<file path="src/rtl/au_params.svh">
`ifndef AU_PARAMS_SVH
`define AU_PARAMS_SVH
`define AU_OFF_BYTE0   12'h000
`define AU_OFF_BYTE1   12'h004
`define AU_OFF_BYTE2   12'h008
`define AU_OFF_BYTE3   12'h00c
`define AU_OFF_BYTE4   12'h010
`define AU_OFF_BYTE5   12'h014
`define AU_OFF_STATUS  12'h018
`define AU_ERR_BIT     7
`define AU_OVF_BIT     6
`define AU_STATUS_RST  8'h00
`define AU_CYC_DIV32   5'd17
`define AU_CYC_DIV16   5'd9
`define AU_CYC_MUL     5'd11
`endif

</file>
<file path="src/rtl/au_pkg.sv">
package au_pkg;
    typedef enum logic [1:0] {AU_OP_DIV32, AU_OP_DIV16, AU_OP_MUL} au_op_t;
    typedef enum logic [2:0] {
        AU_SEQ_IDLE, AU_SEQ_W0, AU_SEQ_W01, AU_SEQ_W012, AU_SEQ_W0123,
        AU_SEQ_W01234, AU_SEQ_W014, AU_SEQ_W04
    } au_seq_t;
    typedef enum logic [1:0] {AU_SEQ_W041_X = 2'd0, AU_SEQ_UNUSED = 2'd1} au_aux_t;
endpackage

</file>
<file path="src/rtl/au_engine.sv">
`timescale 1ns/1ps
`include "au_params.svh"
// iterative unsigned divide / multiply core, two quotient bits per clock
module au_engine
(
    input  wire logic         pclk,
    input  wire logic         presetn,
    input  wire logic         start,
    input  wire au_pkg::au_op_t op,
    input  wire logic [31:0]  opa,
    input  wire logic [15:0]  opb,
    output logic              done,
    output logic [31:0]       res_q,
    output logic [15:0]       res_r,
    output logic              ovf
);
    import au_pkg::*;

    logic [4:0]  cnt_reg;
    logic [4:0]  bits_reg;
    logic        busy_reg;
    au_op_t      op_reg;
    logic [31:0] q_reg;
    logic [16:0] r_reg;
    logic [15:0] d_reg;
    logic [31:0] acc_reg;
    logic [15:0] mcand_reg;
    logic [16:0] r_shift;
    logic [16:0] r_sub;
    logic [16:0] r_mid;
    logic [16:0] r_shift2;
    logic [16:0] r_sub2;
    logic [16:0] r_next;
    logic [1:0]  q_bits;

    // two restoring steps per clock so the quotient fits the fixed latency
    assign r_shift  = {r_reg[15:0], q_reg[31]};
    assign r_sub    = r_shift - {1'b0, d_reg};
    assign r_mid    = r_sub[16] ? r_shift : r_sub;
    assign r_shift2 = {r_mid[15:0], q_reg[30]};
    assign r_sub2   = r_shift2 - {1'b0, d_reg};
    assign r_next   = r_sub2[16] ? r_shift2 : r_sub2;
    assign q_bits   = {~r_sub[16], ~r_sub2[16]};

    always_ff @(posedge pclk or negedge presetn)
    begin
        if (!presetn)
        begin
            busy_reg <= 1'b0;
            cnt_reg  <= 5'd0;
            done     <= 1'b0;
        end
        else
        begin
            done <= 1'b0;
            if (start)
            begin
                busy_reg <= 1'b1;
                cnt_reg  <= (op == AU_OP_DIV32) ? `AU_CYC_DIV32 - 5'd1 :
                            (op == AU_OP_DIV16) ? `AU_CYC_DIV16 - 5'd1 :
                                                  `AU_CYC_MUL - 5'd1;
            end
            else if (busy_reg)
            begin
                if (cnt_reg == 5'd1)
                begin
                    busy_reg <= 1'b0;
                    done     <= 1'b1;
                end
                cnt_reg <= cnt_reg - 5'd1;
            end
        end
    end

    always_ff @(posedge pclk)
    begin
        if (start)
        begin
            op_reg    <= op;
            q_reg     <= (op == AU_OP_DIV32) ? opa : {opa[15:0], 16'h0000};
            r_reg     <= 17'h00000;
            d_reg     <= opb;
            acc_reg   <= 32'h00000000;
            mcand_reg <= opa[15:0];
            bits_reg  <= (op == AU_OP_DIV32) ? `AU_CYC_DIV32 - 5'd2 :
                         (op == AU_OP_DIV16) ? `AU_CYC_DIV16 - 5'd2 : 5'd0;
        end
        else if (busy_reg && bits_reg != 5'h1f)
        begin
            if (op_reg == AU_OP_MUL)
            begin
                acc_reg  <= {16'h0000, mcand_reg} * {16'h0000, d_reg};
                bits_reg <= 5'h1f;
            end
            else
            begin
                r_reg <= r_next;
                q_reg <= {q_reg[29:0], q_bits};
                bits_reg <= (bits_reg == 5'd0) ? 5'h1f : bits_reg - 5'd1;
            end
        end
    end

    always_comb
    begin
        if (op_reg == AU_OP_MUL)
        begin
            res_q = acc_reg;
            res_r = 16'h0000;
            ovf   = (acc_reg[31:16] != 16'h0000);
        end
        else
        begin
            res_q = (op_reg == AU_OP_DIV32) ? q_reg : {16'h0000, q_reg[15:0]};
            res_r = r_reg[15:0];
            ovf   = (d_reg == 16'h0000);
        end
    end
endmodule // au_engine

</file>
<file path="src/rtl/au_top.sv">
// Implementation choices: the APB slave port and the address map.
`timescale 1ns/1ps
`include "au_params.svh"
module au_top
(
    input  wire logic        pclk,
    input  wire logic        presetn,
    input  wire logic        psel,
    input  wire logic        penable,
    input  wire logic        pwrite,
    input  wire logic [11:0] paddr,
    input  wire logic [31:0] pwdata,
    output logic [31:0]      prdata,
    output logic             pready,
    output logic             pslverr,
    output logic             busy
);
    import au_pkg::*;

    localparam logic [7:0] status_rst_val = `AU_STATUS_RST;

    logic [7:0]  data_reg [0:5];
    logic        err_reg;
    logic        ovf_reg;
    logic        busy_reg;
    au_seq_t     seq_reg;
    logic        start;
    au_op_t      start_op;
    logic        eng_done;
    logic [31:0] eng_q;
    logic [15:0] eng_r;
    logic        eng_ovf;
    logic        acc;
    logic        wr;
    logic        rd;
    logic [2:0]  idx;
    logic        is_data;
    logic        is_stat;
    logic        mul_pend_reg;

    assign pready  = 1'b1;
    assign acc     = psel & penable;
    assign wr      = acc & pwrite;
    assign rd      = acc & ~pwrite;
    assign is_data = (paddr <= `AU_OFF_BYTE5) && (paddr[1:0] == 2'b00);
    assign is_stat = (paddr == `AU_OFF_STATUS);
    assign pslverr = acc & ~is_data & ~is_stat;
    assign idx     = paddr[4:2];
    assign busy    = busy_reg;

    // start on byte5 ending a known order
    always_comb
    begin
        start    = 1'b0;
        start_op = AU_OP_DIV32;
        if (wr && is_data && !busy_reg && idx == 3'd5)
        begin
            if (seq_reg == AU_SEQ_W01234)
            begin
                start = 1'b1;
            end
            else if (seq_reg == AU_SEQ_W014)
            begin
                start    = 1'b1;
                start_op = AU_OP_DIV16;
            end
            else if (seq_reg == AU_SEQ_W04 && mul_pend_reg)
            begin
                start    = 1'b1;
                start_op = AU_OP_MUL;
            end
        end
    end

    always_ff @(posedge pclk or negedge presetn)
    begin
        if (!presetn)
        begin
            seq_reg      <= AU_SEQ_IDLE;
            mul_pend_reg <= 1'b0;
        end
        else if (wr && is_data && !busy_reg)
        begin
            mul_pend_reg <= 1'b0;
            case (idx)
                3'd0: seq_reg <= AU_SEQ_W0;
                3'd1:
                begin
                    if (seq_reg == AU_SEQ_W0)
                        seq_reg <= AU_SEQ_W01;
                    else if (seq_reg == AU_SEQ_W04)
                    begin
                        seq_reg      <= AU_SEQ_W04;
                        mul_pend_reg <= 1'b1;
                    end
                    else
                        seq_reg <= AU_SEQ_IDLE;
                end
                3'd2: seq_reg <= (seq_reg == AU_SEQ_W01) ? AU_SEQ_W012 : AU_SEQ_IDLE;
                3'd3: seq_reg <= (seq_reg == AU_SEQ_W012) ? AU_SEQ_W0123 : AU_SEQ_IDLE;
                3'd4:
                begin
                    if (seq_reg == AU_SEQ_W0123)
                        seq_reg <= AU_SEQ_W01234;
                    else if (seq_reg == AU_SEQ_W01)
                        seq_reg <= AU_SEQ_W014;
                    else if (seq_reg == AU_SEQ_W0)
                        seq_reg <= AU_SEQ_W04;
                    else
                        seq_reg <= AU_SEQ_IDLE;
                end
                default: seq_reg <= AU_SEQ_IDLE;
            endcase
        end
    end

    always_ff @(posedge pclk or negedge presetn)
    begin
        if (!presetn)
            busy_reg <= 1'b0;
        else if (start)
            busy_reg <= 1'b1;
        else if (eng_done)
            busy_reg <= 1'b0;
    end

    always_ff @(posedge pclk)
    begin
        if (eng_done)
        begin
            data_reg[0] <= eng_q[7:0];
            data_reg[1] <= eng_q[15:8];
            data_reg[2] <= eng_q[23:16];
            data_reg[3] <= eng_q[31:24];
            data_reg[4] <= eng_r[7:0];
            data_reg[5] <= eng_r[15:8];
        end
        else if (wr && is_data && !busy_reg)
            data_reg[idx] <= pwdata[7:0];
    end

    always_ff @(posedge pclk or negedge presetn)
    begin
        if (!presetn)
            err_reg <= status_rst_val[`AU_ERR_BIT];
        else if (acc && is_data && busy_reg)
            err_reg <= 1'b1;
        else if (rd && is_stat && !busy_reg)
            err_reg <= 1'b0;
    end

    always_ff @(posedge pclk or negedge presetn)
    begin
        if (!presetn)
            ovf_reg <= status_rst_val[`AU_OVF_BIT];
        else if (eng_done)
            ovf_reg <= eng_ovf;
    end

    always_ff @(posedge pclk or negedge presetn)
    begin
        if (!presetn)
            prdata <= 32'h00000000;
        else if (psel && !penable && !pwrite)
        begin
            if (paddr <= `AU_OFF_BYTE5 && paddr[1:0] == 2'b00)
                prdata <= {24'h000000, data_reg[paddr[4:2]]};
            else if (paddr == `AU_OFF_STATUS)
                prdata <= {24'h000000, err_reg, ovf_reg, 6'h00};
            else
                prdata <= 32'h00000000;
        end
    end

    au_engine u_engine
    (
        .pclk    (pclk),
        .presetn (presetn),
        .start   (start),
        .op      (start_op),
        .opa     ({data_reg[3], data_reg[2], data_reg[1], data_reg[0]}),
        .opb     ({pwdata[7:0], data_reg[4]}),
        .done    (eng_done),
        .res_q   (eng_q),
        .res_r   (eng_r),
        .ovf     (eng_ovf)
    );

    property p_err_set;
        @(posedge pclk) disable iff (!presetn)
        (acc && is_data && busy_reg) |=> err_reg;
    endproperty
    a_err_set: assert property (p_err_set) else $error("error flag not set");

    property p_err_clr;
        @(posedge pclk) disable iff (!presetn)
        (rd && is_stat && !busy_reg && !(acc && is_data)) |=> !err_reg;
    endproperty
    a_err_clr: assert property (p_err_clr) else $error("error flag not cleared");

    property p_div32_time;
        @(posedge pclk) disable iff (!presetn)
        (start && start_op == AU_OP_DIV32) |-> ##17 eng_done;
    endproperty
    a_div32_time: assert property (p_div32_time) else $error("div32 latency");

    property p_div16_time;
        @(posedge pclk) disable iff (!presetn)
        (start && start_op == AU_OP_DIV16) |-> ##9 eng_done;
    endproperty
    a_div16_time: assert property (p_div16_time) else $error("div16 latency");

    property p_mul_time;
        @(posedge pclk) disable iff (!presetn)
        (start && start_op == AU_OP_MUL) |-> ##11 eng_done;
    endproperty
    a_mul_time: assert property (p_mul_time) else $error("mul latency");

    property p_ovf_upd;
        @(posedge pclk) disable iff (!presetn)
        eng_done |=> (ovf_reg == $past(eng_ovf));
    endproperty
    a_ovf_upd: assert property (p_ovf_upd) else $error("overflow not updated");

    property p_stat_low;
        @(posedge pclk) disable iff (!presetn)
        (psel && !penable && !pwrite && paddr == `AU_OFF_STATUS) |=> (prdata[5:0] == 6'h00);
    endproperty
    a_stat_low: assert property (p_stat_low) else $error("status low bits set");

    property p_no_start;
        @(posedge pclk) disable iff (!presetn)
        (wr && is_data && idx != 3'd5) |-> !start;
    endproperty
    a_no_start: assert property (p_no_start) else $error("start without byte5");

    property p_div32_quiet;
        @(posedge pclk) disable iff (!presetn)
        (start && start_op == AU_OP_DIV32) |=> !eng_done [*8];
    endproperty
    a_div32_quiet: assert property (p_div32_quiet) else $error("div32 ended early");

    property p_div16_quiet;
        @(posedge pclk) disable iff (!presetn)
        (start && start_op == AU_OP_DIV16) |=> !eng_done [*8];
    endproperty
    a_div16_quiet: assert property (p_div16_quiet) else $error("div16 ended early");

    property p_mul_quiet;
        @(posedge pclk) disable iff (!presetn)
        (start && start_op == AU_OP_MUL) |=> !eng_done [*8];
    endproperty
    a_mul_quiet: assert property (p_mul_quiet) else $error("mul ended early");

    property p_busy_rise;
        @(posedge pclk) disable iff (!presetn)
        start |=> busy_reg;
    endproperty
    a_busy_rise: assert property (p_busy_rise) else $error("busy not raised");

    property p_busy_fall;
        @(posedge pclk) disable iff (!presetn)
        eng_done |=> !busy_reg;
    endproperty
    a_busy_fall: assert property (p_busy_fall) else $error("busy not dropped");

    property p_busy_gate;
        @(posedge pclk) disable iff (!presetn)
        busy_reg |-> !start;
    endproperty
    a_busy_gate: assert property (p_busy_gate) else $error("start while busy");

    property p_div32_start;
        @(posedge pclk) disable iff (!presetn)
        (wr && is_data && !busy_reg && idx == 3'd5 && seq_reg == AU_SEQ_W01234)
            |-> (start && start_op == AU_OP_DIV32);
    endproperty
    a_div32_start: assert property (p_div32_start) else $error("div32 not started");

    property p_div16_start;
        @(posedge pclk) disable iff (!presetn)
        (wr && is_data && !busy_reg && idx == 3'd5 && seq_reg == AU_SEQ_W014)
            |-> (start && start_op == AU_OP_DIV16);
    endproperty
    a_div16_start: assert property (p_div16_start) else $error("div16 not started");

    property p_mul_start;
        @(posedge pclk) disable iff (!presetn)
        (wr && is_data && !busy_reg && idx == 3'd5 && seq_reg == AU_SEQ_W04 && mul_pend_reg)
            |-> (start && start_op == AU_OP_MUL);
    endproperty
    a_mul_start: assert property (p_mul_start) else $error("mul not started");

    property p_restart0;
        @(posedge pclk) disable iff (!presetn)
        (wr && is_data && !busy_reg && idx == 3'd0) |=> (seq_reg == AU_SEQ_W0);
    endproperty
    a_restart0: assert property (p_restart0) else $error("tracker not restarted");

    property p_bad_order;
        @(posedge pclk) disable iff (!presetn)
        (wr && is_data && !busy_reg && idx == 3'd4 && seq_reg != AU_SEQ_W0123
            && seq_reg != AU_SEQ_W01 && seq_reg != AU_SEQ_W0) |=> (seq_reg == AU_SEQ_IDLE);
    endproperty
    a_bad_order: assert property (p_bad_order) else $error("bad order kept");

    property p_seq_hold;
        @(posedge pclk) disable iff (!presetn)
        !(wr && is_data && !busy_reg) |=> ($stable(seq_reg) && $stable(mul_pend_reg));
    endproperty
    a_seq_hold: assert property (p_seq_hold) else $error("tracker moved in gap");

    property p_result_load;
        @(posedge pclk) disable iff (!presetn)
        eng_done |=> (data_reg[0] == $past(eng_q[7:0]) && data_reg[3] == $past(eng_q[31:24])
            && data_reg[4] == $past(eng_r[7:0]));
    endproperty
    a_result_load: assert property (p_result_load) else $error("results not loaded");

    property p_err_hold;
        @(posedge pclk) disable iff (!presetn)
        (!(acc && is_data && busy_reg) && !(rd && is_stat && !busy_reg)) |=> $stable(err_reg);
    endproperty
    a_err_hold: assert property (p_err_hold) else $error("error flag moved");

    property p_ovf_hold;
        @(posedge pclk) disable iff (!presetn)
        !eng_done |=> $stable(ovf_reg);
    endproperty
    a_ovf_hold: assert property (p_ovf_hold) else $error("overflow flag moved");

    property p_stat_bits;
        @(posedge pclk) disable iff (!presetn)
        (psel && !penable && !pwrite && paddr == `AU_OFF_STATUS)
            |=> (prdata[7] == $past(err_reg) && prdata[6] == $past(ovf_reg));
    endproperty
    a_stat_bits: assert property (p_stat_bits) else $error("status flags wrong");
endmodule // au_top

</file>
<file path="config.mk">
export PLATFORM = sky130hd
export DESIGN_NAME = au_top
export DESIGN_NICKNAME = d
export VERILOG_FILES = /design/src/rtl/au_pkg.sv /design/src/rtl/au_engine.sv /design/src/rtl/au_top.sv
export VERILOG_INCLUDE_DIRS = /design/src /design/src/rtl
export SDC_FILE = /design/constraint.sdc
export NUM_CORES = 1
export LEC_CHECK = 0
export BUFFER_PORTS_ARGS = -buffer_cell sky130_fd_sc_hd__buf_2
export CORE_ASPECT_RATIO = 1.2
export CORE_UTILIZATION = 60
export DETAILED_ROUTE_END_ITERATION = 7
export PLACE_DENSITY = 0.78
export SYNTH_ARGS = -nofsm -noshare
export SYNTH_HDL_FRONTEND = slang
export SYNTH_SLANG_ARGS = --single-unit
</file>
<file path="constraint.sdc">
create_clock -name pclk -period 12.65 [get_ports pclk]
set_clock_uncertainty 0.15 [all_clocks]
set_input_delay 2.53 -clock pclk [delete_from_list [all_inputs] [get_ports pclk]]
set_output_delay 2.53 -clock pclk [all_outputs]
set_load 0.05 [all_outputs]
</file>
==> reports/qor.txt, run 1 <==
status: complete, no violations
main combinational cell family by area after synthesis: adder cells
CTS Hold Buffers Added: 0
net switching power: 0.304 mW
Crit. End Element: flop
height of the die: 202 um
Largest register FFs: 64
Clock Tree Root: clkbuf_16
Worst Path Required: 12900 ps
synth warn: 0
commonest cells after routing, fill and taps aside: 280 x inv_1, 276 x nand2_1, 196 x fa_1
initial antenna violation count: 1
first-pass iteration count of the detailed router: 8
TritonCTS Buffers: 21
number of port buffers: 34
Syn-to-layout area delta: 5.14%
Die Span X: 168 um
XOR/XNOR Fraction of Synth Area: 0.0202
WL final: 51600 um
Netlist cell types: 75
setup tns final: 0 ps
Avg Cell Area, Syn: 9.48 um^2
Crit Path Class: reg2reg
clk buf depth: 3
Rows: 72
max_cap viols: 0
number of setup buffers added after CTS: 0
Reg power frac: 0.518
largest net degree at the start of global routing: 67
minimum clock period: 7030 ps
dpl hpwl: 38000 um
switching part of the total power: 0.222
clk_lat worst skew: 510 ps
DIE AREA: 34000 um^2
Top FF cell, synth: edfxtp_1
Reg clk slew, reported paths: 70 ps
r2r startpoint: u_engine.d_reg[1]
post-synthesis compound-gate area fraction: 0.129
via count: 15629
Critical Path Source Type: flop
internal power: 1.06 mW
CP arrival: 7280 ps
Clk pwr share: 0.450
max_slew headroom: 0.280
RR Endpoint: u_engine.r_reg[11]
# clock sinks: 205
Final period util: 0.556
via/cell ratio: 6.24
final antenna-violating net count: 0
global-route wire length before repair: 83500 um
core box area: 32400 um^2
final setup fails: 0
# nets final: 2468
DRC Markers: 0
CTS tree: done
RD Place Congestion: 0.952
final worst slack: 5620 ps
Slew Limit Fails: 0
r2r worst-path depth: 18
GR Overflow Total: 0
Min-Delay Endpoint: u_engine.acc_reg[10]
HP Start: u_engine.acc_reg[10]
Hold Path Stages: 2
VDD IR-drop max: 0.0994 mV
most common cell after layout, fill and taps aside: inv_1
Mapped Area: 19900 um^2
Starting Density: 0.615
Initial DRC Count: 1202
post-DR wirelength/cell: 20.6 um
async set-reset flop share out of synthesis: 0.107
multiplexer share of the synthesized area: 0.0454
Fin. Hold Viols: 0
Lkg Pwr: 9.52 nW
Comb pwr share: 0.032
fill count: 2609
unrepaired setup endpoints after global routing: false
Max Fclk: 142 MHz
Slew @ Worst Pin: 1070 ps
reg-to-reg slack, setup: 5620 ps
simple-gate share of the synthesized area: 0.157
power per cell area: 65.3 nW/um^2
register area share after synthesis: 0.279
Yosys reg bits: 205
Synth Instances: 2102
critical path peak fanout: 19
Setup WS pre-CTS: 5730 ps
vias in the first global route: 16129
post_cts resized: 0
EDFF count, synth: 135
Antenna diodes: 0
Hold/Removal Path Class: reg2reg
H-tree levels: 1
share of post-route cells with drive strength above 1: 0.0663
Adder-Cell Fraction of Synth Area: 0.285
# IOs: 84
total track usage: 0.314
final cells by class:
type                    instances  area, um^2  area share
flip-flops and latches        205        5570       0.266
inverters                     281        1050      0.0503
clock inverters                12        95.1     0.00454
well taps                     407         509      0.0243
repair buffers                 54         320      0.0153
multi-input cells            1520       12800       0.613
clock buffers                  26         576      0.0275
metrics by stage:
step	std cells	power, mW	hold WS (ps)	cell area, um^2	util
final	2505	1.37	312	21000	0.646
after global placement	2467	0.766	288	20300	0.626
after CTS	2505	1.37	313	21000	0.646
after floorplan	2141	0.761	271	20100	-
after detailed placement	2467	0.767	296	20300	0.626
after global routing	2505	1.40	335	21000	0.646
cells by family (layout without fill, tap and decap cells):
logic type | count (synthesis) | in the layout
AND/OR/NAND/NOR | 649 | 649
buffers and inverters | 416 | 373
AO/OA/AOI/OAI | 379 | 379
adder cells (fa/ha/maj) | 336 | 336
flip-flops | 205 | 205
multiplexers | 69 | 69
XOR/XNOR | 46 | 46
other | 2 | 41
per-layer routing:
| metal | up-vias | share of wire | track usage |
|---|---|---|---|
| met2 | 728 | 0.50 | 0.556 |
| met1 | 7678 | 0.37 | 0.371 |
| met3 | 190 | 0.075 | 0.0448 |
| met4 | 2 | 0.054 | 0.155 |
| met5 | - | 0.00025 | 0 |
| li1 | 7031 | - | - |
worst max-delay path: stages, from the launching register on:
cell and delay (ps):
edfxtp_1 960, inv_1 240, fa_1 540, a211oi_1 410, o211ai_1 230, a211oi_1 360
nor3_1 150, nor2_1 160, buf_4 290, mux2_2 390, ha_1 340, and2_1 190
or4_1 470, or4_1 430, o31ai_1 80, or3_1 300, nand3_1 560, and4_1 370
o31a_1 280
cell usage after synthesis, types with 27 or more instances:
library cell / number / area share
edfxtp_1: 135 / 0.20
nor2_1: 78 / 0.015
mux2i_1: 42 / 0.021
xnor2_1: 30 / 0.013
dfxtp_1: 48 / 0.048
fa_1: 196 / 0.20
clkbuf_1: 96 / 0.018
ha_1: 140 / 0.088
nor3_1: 27 / 0.0068
and2_1: 130 / 0.041
o21ai_0: 82 / 0.021
inv_1: 281 / 0.053
nand3_1: 40 / 0.010
a21oi_1: 89 / 0.022
nand2_1: 277 / 0.052
power by group through the flow:
stage,combinational (mW),sequential (mW),clock [mW]
finish,0.0442,0.709,0.615
global route,0.0468,0.709,0.641
CTS,0.0435,0.709,0.621
detailed placement,0.0432,0.723,0
global placement,0.0427,0.723,0
floorplan,0.0379,0.723,0
worst max-delay path by stage:
stage | slack, ps | from | depth (start not counted) | end
after floorplan | 5420 | paddr[2] | 5 | pslverr
after CTS | 5710 | u_engine.d_reg[1] | 18 | u_engine.r_reg[11]
after global routing | 5320 | u_engine.d_reg[1] | 18 | u_engine.r_reg[11]
final | 5620 | u_engine.d_reg[1] | 18 | u_engine.r_reg[11]
after global placement | 5930 | u_engine.d_reg[1] | 18 | u_engine.r_reg[11]
after detailed placement | 5730 | u_engine.d_reg[1] | 18 | u_engine.r_reg[11]
Note: power is estimated with default switching activity, not from simulation.
==> run 2: changes to the inputs <==
==> constraint.sdc (replaced) <==
create_clock -name pclk -period 7.3 [get_ports pclk]
set_clock_uncertainty 0.15 [all_clocks]
set_input_delay 1.46 -clock pclk [delete_from_list [all_inputs] [get_ports pclk]]
set_output_delay 1.46 -clock pclk [all_outputs]
set_load 0.05 [all_outputs]
==> reports/qor.txt, run 2 (synthesis gave the netlist of run 1 again) <==
number of setup buffers added after CTS: 0
Setup WS pre-CTS: 626 ps
most common cell after layout, fill and taps aside: inv_1
clk buf depth: 3
global-route wire length before repair: 84200 um
Reg clk slew, reported paths: 60 ps
total track usage: 0.315
final setup fails: 0
CP max stage delay: 990 ps
status: complete, no violations
Lkg Pwr: 9.62 nW
dpl hpwl: 39400 um
commonest cells after routing, fill and taps aside: 280 x inv_1, 276 x nand2_1, 196 x fa_1
Worst Path Required: 7590 ps
non-filler cells, final: 2516
# IOs: 84
crit-path cells: nand2_1 > fa_1 > fa_1 > inv_1 > fa_1 > fa_1 > fa_1 > inv_1 > fa_1 > inv_1 > ha_1 > nand4_1 > or2_2 > a21oi_1 > o211a_1 > o31a_1 > o21ai_0 > a2111o_1 > nand3_1
area of placed instances: 20400 um^2
Crit-path slowest cell: edfxtp_1
Starting Density: 0.615
Max Fclk: 147 MHz
# clock sinks: 205
WL final: 51700 um
critical path peak fanout: 18
Fin. Hold Viols: 0
via count: 15593
# nets final: 2479
post_cts resized: 0
GR Overflow Total: 0
initial antenna violation count: 0
H-tree levels: 1
crit path from: u_engine.d_reg[3]
Core Util, Final: 0.652
Clock Tree Root: clkbuf_16
Antenna diodes: 0
Crit. End Element: flop
minimum clock period: 6780 ps
unrepaired setup endpoints after global routing: false
Rows: 72
HP Start: u_engine.acc_reg[12]
TritonCTS Buffers: 21
dpl cells: 2478
first-pass iteration count of the detailed router: 6
final worst slack: 518 ps
Initial DRC Count: 1387
power per cell area: 117 nW/um^2
CTS tree: done
Pwr Total: 2.48 mW
core box area: 32400 um^2
Largest register FFs: 64
setup tns final: 0 ps
share of post-route cells with drive strength above 1: 0.0706
RD Place Congestion: 0.909
height of the die: 202 um
max_slew headroom: 0.163
CTS Hold Buffers Added: 0
Slew @ Worst Pin: 1240 ps
CP arrival: 7070 ps
final non-filler cell area: 21100 um^2
Slew Limit Fails: 0
max_cap viols: 0
Critical Path Source Type: flop
r2r startpoint: u_engine.d_reg[3]
DRC Markers: 0
post-DR wirelength/cell: 20.6 um
cell repeated most along the worst path: fa_1
VDD IR-drop max: 0.177 mV
Die Span X: 168 um
Hold/Removal Path Class: reg2reg
largest net degree at the start of global routing: 49
Syn-to-layout area delta: 6.04%
clk_lat worst skew: 510 ps
vias in the first global route: 16130
number of port buffers: 34
Final period util: 0.929
DIE AREA: 34000 um^2
via/cell ratio: 6.20
Crit Path Class: reg2reg
final antenna-violating net count: 0
WHS: 316 ps
## run 2: cell types whose count changed in the layout (fill, tap and decap cells not counted), moves of 2 or more
cell	change
buf_4	+10
bufinv_16	+3
clkbuf_1	+2
clkinv_2	-2
clkinvlp_4	-2
## run 2: worst max-delay path, delay by kind of cell, from the launching register on
kind            cells  cell delay, ps
fa+ha+maj           7            3480
compound gates      5            1210
flops               1             990
simple gates        4             730
buf+inv             3             150
## run 2: worst paths after layout
| check | to | slack (ps) | cells past startpoint |
|---|---|---|---|
| max reg2reg | u_engine.acc_reg[30] | 520 | 19 |
| max in group asynchronous | mul_pend_reg | 5900 | 1 |
| max | u_engine.acc_reg[30] | 520 | 19 |
| min reg2reg | u_engine.acc_reg[12] | 320 | 2 |
| min in group asynchronous | prdata[6] | 760 | 1 |
| min | u_engine.acc_reg[12] | 320 | 2 |
## run 2: power by group
part           leakage, nW  total (mW)  internal, mW  switching, mW
sequential            1.93        1.23          1.23        0.00110
clock                0.371        1.18         0.726          0.450
combinational         7.32      0.0758        0.0183         0.0575
total                 9.62        2.48          1.97          0.509
## run 2: layout make-up
type	count	area [um^2]
Fill cell	2586	11300
Clock inverter	9	148
Multi-Input combinational cell	1520	12800
Timing Repair Buffer	65	415
Sequential cell	205	5570
Clock buffer	29	608
Tap cell	407	509
Inverter	281	1050
## run 2: metal layers
layer / wire [um] / part of all wire / track usage / vias up
met4: 2740 / 0.053 / 0.153 / 0
met3: 3990 / 0.077 / 0.0397 / 181
li1: - / - / - / 7026
met2: 26000 / 0.50 / 0.550 / 696
met1: 19000 / 0.37 / 0.386 / 7690
met5: 0 / 0 / 0 / -
